**src/pkg/timing_capture_pkg.sv**
```systemverilog
package timing_capture_pkg;

   // ----------------------------------------------------------------
   // Clock and timing constants
   // ----------------------------------------------------------------
   localparam int CLK_PERIOD_NS   = 100;
   localparam int BASE_PERIOD_NS  = 10;
   localparam int BASE_CYC        = (BASE_PERIOD_NS + CLK_PERIOD_NS - 1) / CLK_PERIOD_NS;
   localparam int ARM_DELAY_NS    = 60;
   localparam int ARM_DELAY_CYC   = (ARM_DELAY_NS + CLK_PERIOD_NS - 1) / CLK_PERIOD_NS;
   localparam int SETTLE_US       = 60;
   localparam int SETTLE_CYC      = (SETTLE_US * 1000 + CLK_PERIOD_NS - 1) / CLK_PERIOD_NS;
   localparam int FILTER_STEP_NS  = 20;
   localparam int FILTER_MAX_NS   = 300;
   localparam int FILTER_STEPS    = FILTER_MAX_NS / FILTER_STEP_NS;
   localparam int FILTER_STEP_CYC = (FILTER_STEP_NS + CLK_PERIOD_NS - 1) / CLK_PERIOD_NS;
   localparam int STATE_CLKS_REQ  = 2;
   localparam int N_CH            = 8;

   // ----------------------------------------------------------------
   // Timebase encodings
   // ----------------------------------------------------------------
   localparam logic [1:0] MULT_1     = 2'h0;
   localparam logic [1:0] MULT_2     = 2'h1;
   localparam logic [1:0] MULT_5     = 2'h2;
   localparam logic [2:0] MULT_VAL_1 = 3'h1;
   localparam logic [2:0] MULT_VAL_2 = 3'h2;
   localparam logic [2:0] MULT_VAL_5 = 3'h5;
   localparam logic [2:0] EXP_MIN    = 3'h0;

   // ----------------------------------------------------------------
   // Types
   // ----------------------------------------------------------------
   typedef enum logic [3:0] {
      ST_IDLE  = 4'h1,
      ST_RUN   = 4'h2,
      ST_ARMED = 4'h4,
      ST_DONE  = 4'h8
   } seq_state_t;

   typedef struct packed {
      logic [N_CH-1:0] word_value;
      logic [N_CH-1:0] word_care;
      logic            ext_value;
      logic            ext_care;
      logic [N_CH-1:0] glitch_sel;
      logic [3:0]      filter_steps;
      logic            fall_edge;
   } event_cfg_t;

   typedef struct packed {
      logic [1:0] mult_sel;
      logic [2:0] exp_sel;
   } timebase_cfg_t;

endpackage : timing_capture_pkg

```
**src/design/async_timing_capture_trigger.sv**
```systemverilog
`timescale 1ns/1ps

module async_timing_capture_trigger #(
   parameter int EXP_MAX = 5,
   parameter int HALT_W  = 16
) (
   input  wire logic                               clk,           // 10 MHz clock.
   input  wire logic                               rst_n,         // Synchronous reset, active low.
   input  wire logic [timing_capture_pkg::N_CH-1:0] probe,        // Probe channels, pins.
   input  wire logic                               external_trigger_input, // Pin.
   input  wire logic                               state_clk,     // Target state clock, pin.
   input  wire logic                               arm_cmd,       // Arm command with state clock.
   input  wire logic                               main_match,    // Main word match.
   input  wire logic                               main_trigger,  // Main section triggered.
   input  wire logic                               start,         // Start the program.
   input  wire logic                               user_stop,     // Stop the program.
   input  wire logic                               unconditional, // Program is only the arm.
   input  wire logic                               sync_mode,     // Sample on state clocks.
   input  wire timing_capture_pkg::event_cfg_t     evt_cfg,       // Event recognizer setup.
   input  wire timing_capture_pkg::timebase_cfg_t  tb_cfg,        // Sample period setup.
   input  wire logic                               halt_enable,   // Target halt selected.
   input  wire logic [HALT_W-1:0]                  halt_delay,    // Post-trigger state clocks.
   output logic [timing_capture_pkg::N_CH-1:0]     sample_data,   // Stored sample word.
   output logic [timing_capture_pkg::N_CH-1:0]     sample_glitch, // Stored glitch flags.
   output logic                                    sample_mark,   // Sample is the trigger point.
   output logic                                    sample_valid,  // Sample strobe.
   output logic                                    event_flag,    // Event to main section.
   output logic                                    main_event,    // Delayed main match.
   output logic                                    armed,         // Arm signal.
   output logic                                    trig_pulse,    // Trigger pulse.
   output logic                                    triggered,     // Trigger has occurred.
   output logic                                    period_error,  // Period was replaced.
   output logic                                    acq_running,   // Acquisition active.
   output logic                                    halt_out       // Target halt line.
);

   localparam int N      = timing_capture_pkg::N_CH;
   localparam int SET_W  = $clog2(timing_capture_pkg::SETTLE_CYC + 1);
   localparam int ARM_W  = $clog2(timing_capture_pkg::ARM_DELAY_CYC + 1);
   localparam int FILT_W = 8;

   if (HALT_W < 1 || HALT_W > 32) $error("HALT_W out of range.");
   if (timing_capture_pkg::FILTER_STEPS * timing_capture_pkg::FILTER_STEP_CYC >= 2 ** FILT_W)
      $error("Filter counter too narrow.");

   // ----------------------------------------------------------------
   // State
   // ----------------------------------------------------------------
   typedef struct packed {
      timing_capture_pkg::seq_state_t st;
      logic [N-1:0]        prb_prev;
      logic [N-1:0][1:0]   tcnt;
      logic [N-1:0]        glitch;
      logic [FILT_W-1:0]   filt_cnt;
      logic                word_f;
      logic                evt;
      logic                evt_prev;
      logic                sclk_prev;
      logic [1:0]          sclk_cnt;
      logic [SET_W-1:0]    settle;
      logic [1:0]          arm_pipe;
      logic [1:0]          match_pipe;
      logic [ARM_W-1:0]    arm_dly;
      logic                armed;
      logic                pend;
      logic                first;
      logic [N-1:0]        s_data;
      logic [N-1:0]        s_glitch;
      logic                s_mark;
      logic                s_valid;
      logic                trig_pulse;
      logic                trig_done;
      logic                main_evt;
      logic                main_trig;
      logic [HALT_W-1:0]   halt_cnt;
      logic                halt;
   } cap_state_t;

   cap_state_t q;
   cap_state_t d;

   logic [N-1:0]      probe_s;
   logic              ext_s;
   logic [3:0]        ctl_s;
   logic              tb_tick;
   logic              tb_err;
   logic              state_tick;
   logic              sample_tick;
   logic              word_raw;
   logic              gterm;
   logic              all_dc;
   logic              accept;
   logic              hit;
   logic              pend_now;
   logic [N-1:0]      gnew;
   logic [1:0]        tc;
   logic [FILT_W-1:0] filt_lim;

   // ----------------------------------------------------------------
   // Input synchronisers and timebase
   // ----------------------------------------------------------------
   sync3 #(.W(N + 1)) u_sync_probe (
      .clk   (clk),
      .rst_n (rst_n),
      .din   ({external_trigger_input, probe}),
      .dout  ({ext_s, probe_s})
   );

   sync3 #(.W(4)) u_sync_ctl (
      .clk   (clk),
      .rst_n (rst_n),
      .din   ({main_trigger, main_match, arm_cmd, state_clk}),
      .dout  (ctl_s)
   );

   timebase_div #(.EXP_MAX(EXP_MAX), .CNT_W(20)) u_timebase (
      .clk          (clk),
      .rst_n        (rst_n),
      .restart      (start),
      .cfg          (tb_cfg),
      .tick         (tb_tick),
      .period_error (tb_err)
   );

   // The selected edge of the event output, never its level.
   function automatic logic edge_hit(input logic now, input logic prev, input logic fall);
      return fall ? (prev & ~now) : (now & ~prev);
   endfunction : edge_hit

   // ----------------------------------------------------------------
   // Next state
   // ----------------------------------------------------------------
   always_comb
   begin
      d            = q;
      d.s_valid    = 1'b0;
      d.trig_pulse = 1'b0;
      tc           = 2'h0;
      gnew         = '0;
      d.sclk_prev  = ctl_s[0];
      state_tick   = ctl_s[0] & ~q.sclk_prev;
      sample_tick  = sync_mode ? state_tick : tb_tick;

      // Per-channel transition count over one sample period.
      d.prb_prev = probe_s;
      for (int i = 0; i < N; i++)
      begin
         tc = q.tcnt[i];
         if (probe_s[i] != q.prb_prev[i] && tc != 2'h2)
         begin
            tc = tc + 2'h1;
         end
         gnew[i] = (tc == 2'h2);
         if (sample_tick)
         begin
            d.tcnt[i] = 2'h0;
         end
         else
         begin
            d.tcnt[i] = tc;
         end
      end
      // The glitch becomes visible to the recognizer only after the sample that stores it.
      if (sample_tick)
      begin
         d.glitch = gnew;
      end

      word_raw = &((probe_s ~^ evt_cfg.word_value) | ~evt_cfg.word_care)
                 & (~evt_cfg.ext_care | (ext_s == evt_cfg.ext_value));
      filt_lim = FILT_W'(int'(evt_cfg.filter_steps) * timing_capture_pkg::FILTER_STEP_CYC);
      if (!word_raw)
      begin
         d.filt_cnt = '0;
         d.word_f   = 1'b0;
      end
      else if (q.filt_cnt >= filt_lim)
      begin
         d.word_f = 1'b1;
      end
      else
      begin
         d.filt_cnt = q.filt_cnt + FILT_W'(1);
      end

      gterm      = (evt_cfg.glitch_sel == '0) | |(q.glitch & evt_cfg.glitch_sel);
      d.evt      = q.word_f & gterm;
      d.evt_prev = q.evt;
      all_dc     = (evt_cfg.word_care == '0) & ~evt_cfg.ext_care & (evt_cfg.glitch_sel == '0);

      // Main section event and arm command, both on state clocks.
      if (state_tick)
      begin
         d.match_pipe = {q.match_pipe[0], ctl_s[2]};
         d.arm_pipe   = {q.arm_pipe[0], ctl_s[1]};
         d.main_evt   = q.match_pipe[1];
         if (q.sclk_cnt != 2'(timing_capture_pkg::STATE_CLKS_REQ))
         begin
            d.sclk_cnt = q.sclk_cnt + 2'h1;
         end
      end
      if (q.sclk_cnt == 2'(timing_capture_pkg::STATE_CLKS_REQ)
          && q.settle != SET_W'(timing_capture_pkg::SETTLE_CYC))
      begin
         d.settle = q.settle + SET_W'(1);
      end
      accept = q.armed & (unconditional
               | (q.settle == SET_W'(timing_capture_pkg::SETTLE_CYC)));
      hit      = accept & (edge_hit(q.evt, q.evt_prev, evt_cfg.fall_edge) | all_dc);
      pend_now = q.pend | hit;

      case (q.st)
         timing_capture_pkg::ST_IDLE:
         begin
            if (start)
            begin
               d.first    = 1'b1;
               d.pend     = 1'b0;
               d.sclk_cnt = 2'h0;
               d.settle   = '0;
               d.arm_pipe = 2'h0;
               d.arm_dly  = '0;
               d.trig_done = 1'b0;
               d.armed    = unconditional;
               d.st       = unconditional ? timing_capture_pkg::ST_ARMED : timing_capture_pkg::ST_RUN;
            end
         end
         timing_capture_pkg::ST_RUN:
         begin
            // With the state clock stopped no arm ever arrives.
            if (state_tick && q.arm_pipe[1])
            begin
               d.arm_dly = ARM_W'(timing_capture_pkg::ARM_DELAY_CYC);
            end
            else if (q.arm_dly != '0)
            begin
               d.arm_dly = q.arm_dly - ARM_W'(1);
               if (q.arm_dly == ARM_W'(1))
               begin
                  d.armed = 1'b1;
                  d.st    = timing_capture_pkg::ST_ARMED;
               end
            end
         end
         timing_capture_pkg::ST_ARMED:
         begin
            d.pend = pend_now;
         end
         timing_capture_pkg::ST_DONE:
         begin
            d.pend = 1'b0;
         end
         default:
         begin
            d.st = timing_capture_pkg::ST_IDLE;
         end
      endcase

      // Sample storage; the trigger marks the word taken at the next sample edge.
      if (sample_tick && q.st != timing_capture_pkg::ST_IDLE)
      begin
         if (q.first)
         begin
            d.first = 1'b0;
         end
         else
         begin
            d.s_valid  = 1'b1;
            d.s_data   = probe_s;
            d.s_glitch = gnew;
            d.s_mark   = (q.st == timing_capture_pkg::ST_ARMED) & pend_now;
            if (d.s_mark)
            begin
               d.trig_pulse = 1'b1;
               d.trig_done  = 1'b1;
               d.pend       = 1'b0;
               d.st         = timing_capture_pkg::ST_DONE;
            end
         end
      end

      // Halt follows the main section only.
      if (ctl_s[3])
      begin
         d.main_trig = 1'b1;
      end
      if (q.main_trig && state_tick && q.halt_cnt != halt_delay)
      begin
         d.halt_cnt = q.halt_cnt + HALT_W'(1);
      end
      d.halt = halt_enable & q.main_trig & (q.halt_cnt == halt_delay);

      if (user_stop)
      begin
         d.st        = timing_capture_pkg::ST_IDLE;
         d.armed     = 1'b0;
         d.pend      = 1'b0;
         d.main_trig = 1'b0;
         d.halt_cnt  = '0;
      end
      else if (start)
      begin
         d.main_trig = ctl_s[3];
         d.halt_cnt  = '0;
      end
      if (d.st == timing_capture_pkg::ST_IDLE)
      begin
         d.armed = 1'b0;
      end
   end

   // ----------------------------------------------------------------
   // Registers
   // ----------------------------------------------------------------
   always_ff @(posedge clk)
   begin
      if (!rst_n)
      begin
         q    <= '0;
         q.st <= timing_capture_pkg::ST_IDLE;
      end
      else
      begin
         q <= d;
      end
   end

   assign sample_data   = q.s_data;
   assign sample_glitch = q.s_glitch;
   assign sample_mark   = q.s_mark;
   assign sample_valid  = q.s_valid;
   assign event_flag    = q.evt;
   assign main_event    = q.main_evt;
   assign armed         = q.armed;
   assign trig_pulse    = q.trig_pulse;
   assign triggered     = q.trig_done;
   assign period_error  = tb_err;
   assign acq_running   = (q.st != timing_capture_pkg::ST_IDLE);
   assign halt_out      = q.halt;

endmodule : async_timing_capture_trigger

```
**src/design/sync3.sv**
```systemverilog
`timescale 1ns/1ps

module sync3 #(
   parameter int W = 1
) (
   input  wire logic         clk,   // Clock.
   input  wire logic         rst_n, // Synchronous reset, active low.
   input  wire logic [W-1:0] din,   // Asynchronous input.
   output logic      [W-1:0] dout   // Filtered synchronous level.
);

   typedef struct packed {
      logic [W-1:0] s1;
      logic [W-1:0] s2;
      logic [W-1:0] s3;
      logic [W-1:0] val;
   } sync_state_t;

   sync_state_t q;
   sync_state_t d;

   if (W < 1) $error("sync3: W must be at least 1.");

   // A change counts only once the second and third stages agree.
   always_comb
   begin
      d     = q;
      d.s1  = din;
      d.s2  = q.s1;
      d.s3  = q.s2;
      if (q.s2 == q.s3)
      begin
         d.val = q.s3;
      end
   end

   always_ff @(posedge clk)
   begin
      if (!rst_n)
      begin
         q <= '0;
      end
      else
      begin
         q <= d;
      end
   end

   assign dout = q.val;

endmodule : sync3

```
**src/design/timebase_div.sv**
```systemverilog
`timescale 1ns/1ps

module timebase_div #(
   parameter int EXP_MAX = 5,
   parameter int CNT_W   = 20
) (
   input  wire logic                          clk,          // Clock.
   input  wire logic                          rst_n,        // Synchronous reset, active low.
   input  wire logic                          restart,      // Restart the sample period.
   input  wire timing_capture_pkg::timebase_cfg_t cfg,      // Multiplier and exponent.
   output logic                               tick,         // One pulse per sample period.
   output logic                               period_error  // Requested period was replaced.
);

   typedef struct packed {
      logic [CNT_W-1:0] cnt;
      logic             tick;
      logic             err;
   } tb_state_t;

   tb_state_t        q;
   tb_state_t        d;
   logic [2:0]       mval;
   logic [2:0]       ev;
   logic [CNT_W-1:0] per;

   if (EXP_MAX < 1 || EXP_MAX > 7 || CNT_W < $clog2(5 * (10 ** EXP_MAX) + 1))
      $error("timebase_div: EXP_MAX or CNT_W out of range.");

   function automatic logic [CNT_W-1:0] period_cycles(input logic [2:0] m, input logic [2:0] e);
      int p;
      p = timing_capture_pkg::BASE_CYC * int'(m);
      for (int i = 0; i < EXP_MAX; i++)
      begin
         if (i < int'(e))
         begin
            p = p * 10;
         end
      end
      return CNT_W'(p);
   endfunction : period_cycles

   always_comb
   begin
      d     = q;
      d.err = 1'b0;
      ev    = cfg.exp_sel;
      case (cfg.mult_sel)
         timing_capture_pkg::MULT_1: mval = timing_capture_pkg::MULT_VAL_1;
         timing_capture_pkg::MULT_2: mval = timing_capture_pkg::MULT_VAL_2;
         timing_capture_pkg::MULT_5: mval = timing_capture_pkg::MULT_VAL_5;
         default:
         begin
            mval  = timing_capture_pkg::MULT_VAL_2;
            d.err = 1'b1;
         end
      endcase
      if (int'(ev) > EXP_MAX)
      begin
         ev    = 3'(EXP_MAX);
         d.err = 1'b1;
      end
      // The fastest combination is refused and the next one substituted.
      if (mval == timing_capture_pkg::MULT_VAL_1 && ev == timing_capture_pkg::EXP_MIN)
      begin
         mval  = timing_capture_pkg::MULT_VAL_2;
         d.err = 1'b1;
      end
      per = period_cycles(mval, ev);
      if (restart)
      begin
         d.cnt  = '0;
         d.tick = 1'b0;
      end
      else if (q.cnt >= per - CNT_W'(1))
      begin
         d.cnt  = '0;
         d.tick = 1'b1;
      end
      else
      begin
         d.cnt  = q.cnt + CNT_W'(1);
         d.tick = 1'b0;
      end
   end

   always_ff @(posedge clk)
   begin
      if (!rst_n)
      begin
         q <= '0;
      end
      else
      begin
         q <= d;
      end
   end

   assign tick         = q.tick;
   assign period_error = q.err;

endmodule : timebase_div

```
**config.mk**
```make
export PLATFORM = sky130hd
export DESIGN_NAME = async_timing_capture_trigger
export DESIGN_NICKNAME = d
export VERILOG_FILES = /design/src/pkg/timing_capture_pkg.sv /design/src/design/async_timing_capture_trigger.sv /design/src/design/sync3.sv /design/src/design/timebase_div.sv
export SDC_FILE = /design/constraint.sdc
export NUM_CORES = 1
export LEC_CHECK = 0
export ABC_CLOCK_PERIOD_IN_PS = 13890
export BUFFER_PORTS_ARGS = -buffer_cell sky130_fd_sc_hd__buf_2
export CORE_UTILIZATION = 35
export DETAILED_ROUTE_END_ITERATION = 8
export GPL_ROUTABILITY_DRIVEN = 0
export GPL_TIMING_DRIVEN = 0
export PLACE_DENSITY = 0.5
export SKIP_LAST_GASP = 1
export SLEW_MARGIN = 20
export SYNTH_ARGS = -nofsm -noshare
export SYNTH_HDL_FRONTEND = slang
export SYNTH_HIERARCHICAL = 1
export SYNTH_SLANG_ARGS = --single-unit
```
**constraint.sdc**
```tcl
create_clock -name clk -period 13.89 [get_ports clk]
set_input_delay 2.0835 -clock clk [delete_from_list [all_inputs] [get_ports clk]]
set_output_delay 2.0835 -clock clk [all_outputs]
set_load 0.02 [all_outputs]
```
# --- Word level (Yosys, flattened, before mapping) ---
# Index checks and enable logic that the tools add are counted.
totals:
  register_bits: 181
  inputBits: 72
  output_inout_bits: 26
op_classes:
  add_sub_neg: 15
  n_eq_ne: 45
  muxes: 55
  reduce_logical: 36
  magnitude_cmp: 8
  bitwise_logic: 28
  mul: 5
ops:
  columns: ["operator", "count"]
  rows:
  - ["$mux W32", 4]
  - ["$mul A32 B4 Y31 const B", 3]
  - ["$mux W20", 2]
  - ["$mux W4", 9]
  - ["$mul A32 B4 Y19 const B", 1]
  - ["$mux W14", 2]
  - ["$mux W2", 12]
  - ["$ne A2 B2 Y1 const B", 12]
  - ["$mux W22", 1]
  - ["$add A20 B1 Y20 const B", 1]
  - ["$eq A2 B2 Y1 const B", 10]
  - ["$ge A20 B20 Y1", 1]
  - ["$sub A20 B1 Y20 const B", 1]
  - ["$add A2 B1 Y2 const B", 9]
  - ["$mux W17", 1]
  - ["$add A16 B1 Y16 const B", 1]
  - ["$eq A16 B16 Y1", 1]
  - ["$logic_not A8 Y1", 2]
  - ["$mux W16", 1]
  - ["$ne A16 B16 Y1", 1]
  - ["$mux W1", 15]
  - ["$reduce_or A3 Y1", 5]
  - ["$logic_and A1 B1 Y1", 14]
  - ["$and A1 B1 Y1", 12]
  - ["42 further kinds", 71]

# --- Logic depth before layout (Yosys ltp) ---
logic_depth:
  depth_word: 18
  ltp_mapped: 46
  ltp_nobuf: 42

# --- Hierarchy ---
# The synthesis kept the hierarchy.
modules_own_cells:
  columns: ["module", "cells_each", "seq_area_each_um2", "instances", "area_per_inst_um2"]
  rows:
  - ["async_timing_capture_trigger", 589, 2142.1, 1, 5117.4]
  - ["timebase_div", 644, 440.4, 1, 4954.8]
  - ["sync3 (u_sync_probe)", 117, 720.7, 1, 1253.7]
  - ["sync3 (u_sync_ctl)", 51, 320.3, 1, 559.3]

# --- Worst setup path before layout ---
# OpenSTA, ideal clock, no wires.
synth_timing:
  path_kind: "in2reg"
  start: "input tb_cfg[2] (netlist bit)"
  end: "register u_timebase/q[10] (netlist bit)"
  slack_ns: 2.750
  cell_stages: 44
  required_time_ns: 13.812
  t_arrival_ns: 11.062
  n_path_buf: 3
  setup_ns: 0.078
  path_cell_list: "buf_6 nor2_1 clkbuf_1 nand2_1 o21bai_1 ha_1 nor2_1 ha_1 ha_1 inv_1 fa_1 o21bai_1 o31ai_1 ha_1 fa_1 nor2_1 nand3_1 and3_1 (+8 left out) o21ai_0 mux2_2 o21ai_0 ha_1 ha_1 and2_1 o311ai_1 a21oi_1 or4_1 a31oi_1 nor2b_1 ha_1 a211o_1 or3_1 o21ai_0 a21oi_1 clkbuf_1 nor3_1"
synth_between:
  elab_chain_len: 18
  word_cells_on_any_way: 23
synth_lines:
  columns: ["element", "line_no", "source"]
  rows:
  - ["start: declaration", "async_timing_capture_trigger.sv:20", "input wire timing_capture_pkg::timebase_cfg_t tb_cfg,"]
  - ["$gt A3 B3 Y1", "timebase_div.sv:58", "if (int'(ev) > EXP_MAX)"]
  - ["$mux W3 (*)", "timebase_div.sv:58", null]
  - ["$logic_not A3 Y1", "timebase_div.sv:64", "if (mval == timing_capture_pkg::MULT_VAL_1 && ev == timing_capture_pkg::EXP_MIN)"]
  - ["$logic_and A1 B1 Y1", "timebase_div.sv:64", null]
  - ["$mux W3", "timebase_div.sv:64", null]
  - ["$mul A3 B3 Y6", "timebase_div.sv:37", "p = p * 10;"]
  - ["$mux W32", "timebase_div.sv:35", "if (i < int'(e))"]
  - ["$mul A32 B4 Y31", "timebase_div.sv:37", null]
  - ["(+2 left out)", null, null]
  - ["$mux W32", "timebase_div.sv:35", null]
  - ["$mul A32 B4 Y31", "timebase_div.sv:37", null]
  - ["$mux W32", "timebase_div.sv:35", null]
  - ["$mul A32 B4 Y19", "timebase_div.sv:37", null]
  - ["$mux W20 (*)", "timebase_div.sv:35", null]
  - ["$sub A20 B1 Y20 (*)", "timebase_div.sv:75", "else if (q.cnt >= per - CNT_W'(1))"]
  - ["$ge A20 B20 Y1 (*)", "timebase_div.sv:75", null]
  - ["$reduce_or A3 Y1 (no source line) (*)", null, null]
  - ["end signal: assignment", "timebase_div.sv:91", "q <= '0;"]
  - ["end signal: assignment", "timebase_div.sv:95", "q <= d;"]
  - ["end: declaration", "timebase_div.sv:21", "tb_state_t q;"]
# Mark *: on every way between the ends. The rest lies on a longest branch, timed or not.
# A chain may end at the register's enable or synchronous reset.

# --- Final worst setup path ---
layout_timing:
  start: "input tb_cfg[2] (netlist bit)"
  end: "register u_timebase/q[20] (netlist bit)"
# The elaborated chain is that of the path after synthesis.

==> flow_metrics.py <==
metrics = {
    "setup_path": {
        "path_max_fanout": 10,
        "ff2ff_path_depth": 12,
        "critical-path-top-delay-family": "adder cells",
        "end_kind": "flop",
        "worst_ep_required_time_ns": 14.25,
        "number_of_buffers_and_inverters_on_the_critical_path": 4,
        "start_kind": "input pin",
        "critical_path.max_stage_delay_ns": 0.52,
        "cp_data_arrival_time_ns": 12.75,
        "crit_path_top_delay_cell": "sky130_fd_sc_hd__fa_1",
        "worst-setup-path-type": "in -> reg",
        "worst_path_most_repeated_cell": "sky130_fd_sc_hd__ha_1",
        "crit_cells": 43,
    },
    "synthesis": {
        "ys_ff_latch": 181,
        "synth.top_cells.by_area": "sky130_fd_sc_hd__dfxtp_1, sky130_fd_sc_hd__ha_1, sky130_fd_sc_hd__xor2_1",
        "post_synth_fa_ha_maj_area_fraction": 0.132,
        "synthCells": 1401,
        "syn_avg_cell_area_um2": 8.48,
        "synth_top_cell_area_share": 0.305,
        "postSynth.topFlopCell": "sky130_fd_sc_hd__dfxtp_1",
        "synth_top_cell_by_area": "sky130_fd_sc_hd__dfxtp_1",
        "seq_area_frac_synth": 0.305,
        "synth-async-reset-ratio": 0,
        "synth-edff-count": 0,
        "yosys.area_share.xor_xnor": 0.0857,
        "synth-compound-area-share": 0.161,
        "ys.warnings.count": 6,
        "yosysUniqueCellTypes": 92,
        "fraction_of_the_mapped_netlist_area_in_simple_logic_gates": 0.230,
        "synth_top_family_by_area": "simple AND/OR/NAND/NOR gates",
        "muxShareOfSynthArea": 0.0270,
        "syn_area_um2": 11900,
    },
    "power": {
        "p_per_area_nw_per_um2": 116,
        "p_leak_nw": 5.89,
        "peakVddDrop_mv": 0.0902,
        "power_mw": 1.56,
    },
    "cts": {
        "cts_tree": "built",
        "cts.hold.buffers_added": 0,
        "cts-root-buf": "sky130_fd_sc_hd__clkbuf_16",
        "htree_num_levels": 4,
        "clk_pin_slew_worst_paths_ns": 0.07,
        "ctsResizeCount": 0,
        "clock_path_buffers": 2,
        "insertion_delay_ns": 0.44,
        "cts_buffer_count": 17,
        "cts_setup_buffers": 0,
        "tritoncts_num_sinks": 181,
    },
    "grt": {
        "track_usage": 0.178,
        "grt-ovfl-total": 0,
        "antenna_violations_before_repair": 1,
        "first_global_vias": 9503,
        "first_pass_grt_wire_length_mm": 48.9,
        "grt_start_max_net_pins": 18,
    },
    "finish": {
        "antenna-diode-count": 0,
        "final_net_count": 1710,
        "post-route-cell-area_um2": 13500,
        "filler_cell_count": 3436,
        "layout-drive-gt1-share": 0.135,
        "area_growth_syn_to_layout_pct": 13.6,
    },
    "sta": {
        "max_clock_skew_ns": 0.0186,
        "finalCriticalPeriod_ns": 12.39,
        "finalHoldWorstSlack_ns": 0.423,
        "timing_max_transition_violations_final": 0,
        "setup_viols_final": 0,
        "timing.max_slew.rel_slack": 0.396,
        "setup_repair_after_global_routing_missed_its_margin": "no",
        "finalSetupTns_ns": 0,
        "layout_worst_path_cycle_share": 0.892,
        "hold_viol": 0,
        "worst-slew-pin-transition_ns": 0.893,
        "max_freq_ghz": 0.0807,
        "setup_ws_ns": 1.50,
    },
    "placed_design": {
        "port-buffer-count": 95,
        "placed_area_um2": 12900,
        "detailedPlacementHpwl_mm": 23.3,
        "dpl_worst_slack_ns": 1.10,
    },
    "route": {
        "drtPass1Iterations": 4,
        "detail_route_antenna_nets": 0,
        "wl_per_cell_um": 15.0,
        "vias": 10000,
        "iteration_0_drc_count_of_the_detailed_router": 426,
        "drc": 0,
        "vias_per_cell": 5.06,
        "routed_wirelength_mm": 29.6,
    },
    "die": {
        "design.core.area_um2": 33400,
        "floorplan.initialDensity": 0.355,
        "die_area_um2": 34700,
        "die_height_um": 186,
        "ioPinCount": 98,
        "die_width_um": 186,
        "fp-row-count": 67,
    },
    "status": {
        "run_status": "finished, final reports clean",
    },
    "worst_hold_path": {
        "holdPathStages": 2,
        "min_path_type": "reg -> reg",
    },
    "job": {
        "drv.max_cap_violation_count": 0,
    },
}
sequential cells by signal, summed over array words and instances, names as in the netlist:
register	count
armed	1
event_flag	1
halt_out	1
main_event	1
q	83
sample_data	8
sample_glitch	8
sample_mark	1
sample_valid	1
trig_pulse	1
triggered	1
u_sync_ctl/d	8
u_sync_ctl/dout	4
u_sync_ctl/q	4
u_sync_probe/d	18
u_sync_probe/dout	9
u_sync_probe/q	9
u_timebase/period_error	1
u_timebase/q	20
u_timebase/tick	1
worst paths after layout:
| check | startpoint | end | slack, ns |
|---|---|---|---|
| setup / recovery | tb_cfg[2] | u_timebase/q[20] | 1.50 |
| hold / removal | q[69] | q[69] | 0.42 |
| setup reg to reg | u_timebase/q[2] | u_timebase/q[20] | 11.19 |
| hold reg to reg | q[69] | q[69] | 0.42 |
final cells by class:
class / instances / area (µm²) / share of cell area
inverter: 74 / 278 / 0.0206
timing repair buffer: 95 / 475 / 0.0352
multi-input combinational: 1071 / 7560 / 0.560
buffer: 76 / 432 / 0.0320
sequential: 181 / 3620 / 0.268
clock buffer: 18 / 439 / 0.0325
tap: 448 / 561 / 0.0415
clock inverter: 13 / 139 / 0.0103
routing by layer:
metal  part of all wire  vias to the layer above  GRT usage
li1                   -                     5171          -
met1               0.50                     4667      0.245
met2               0.45                      135      0.287
met3              0.031                       27     0.0265
met4              0.019                        0     0.0518
met5                  0                        -          0
synthesized netlist by cell type (15+ instances only):
cell type,instances
sky130_fd_sc_hd__and3_1,17
sky130_fd_sc_hd__nand2b_1,15
sky130_fd_sc_hd__ha_1,117
sky130_fd_sc_hd__nand2_1,119
sky130_fd_sc_hd__or3_1,18
sky130_fd_sc_hd__nor3_1,37
sky130_fd_sc_hd__nor2_1,117
sky130_fd_sc_hd__nand3_1,35
sky130_fd_sc_hd__dfxtp_1,181
sky130_fd_sc_hd__o21ai_0,38
sky130_fd_sc_hd__and2_1,58
sky130_fd_sc_hd__mux2i_1,26
sky130_fd_sc_hd__a31oi_1,19
sky130_fd_sc_hd__clkbuf_1,33
sky130_fd_sc_hd__buf_4,29
sky130_fd_sc_hd__a21o_1,18
sky130_fd_sc_hd__a211oi_1,33
sky130_fd_sc_hd__inv_1,70
sky130_fd_sc_hd__a21oi_1,72
sky130_fd_sc_hd__xnor2_1,45
sky130_fd_sc_hd__xor2_1,66
per-stage QoR:
stage,utilization,cells
2_1_floorplan,-,1402
3_3_place_gp,0.386,1945
3_5_place_dp,0.386,1945
4_1_cts,0.404,1976
5_1_grt,0.404,1976
6_report,0.404,1976
kinds of logic (layout without fill, tap and decap cells):
| group | after synthesis | after routing |
|---|---|---|
| AOI/OAI and AO/OA | 279 | 279 |
| xor gates and xnor gates | 113 | 113 |
| adders and majority gates | 122 | 122 |
| buffers and inverters | 150 | 276 |
| DFF | 181 | 181 |
| muxes | 31 | 31 |
| other | 1 | 2 |
| and+or+nand+nor | 524 | 524 |
worst min-delay path: cells and delay by family (launching register included):
family / cells / cell delay [ns]
AND/OR/NAND/NOR: 1 / 0.03
flip-flops: 1 / 0.31
buffers and inverters: 1 / 0.04
where the power goes:
group | internal, mW | total, mW | switching, mW
logic | 0.235 | 0.552 | 0.318
registers | 0.527 | 0.531 | 0.00472
clock network | 0.258 | 0.481 | 0.223
total | 1.02 | 1.56 | 0.546
cells in the final DEF, fill, tap and decap left out, types with 33 or more instances in the layout:
cell type	count
sky130_fd_sc_hd__xor2_1	66
sky130_fd_sc_hd__nor2_1	117
sky130_fd_sc_hd__and2_1	58
sky130_fd_sc_hd__inv_1	70
sky130_fd_sc_hd__xnor2_1	45
sky130_fd_sc_hd__clkbuf_1	33
sky130_fd_sc_hd__a211oi_1	33
sky130_fd_sc_hd__buf_2	103
sky130_fd_sc_hd__o21ai_0	38
sky130_fd_sc_hd__dfxtp_1	181
sky130_fd_sc_hd__nand3_1	35
sky130_fd_sc_hd__ha_1	117
sky130_fd_sc_hd__nor3_1	37
sky130_fd_sc_hd__nand2_1	119
sky130_fd_sc_hd__a21oi_1	72
Power figures use the tool's default switching activity.
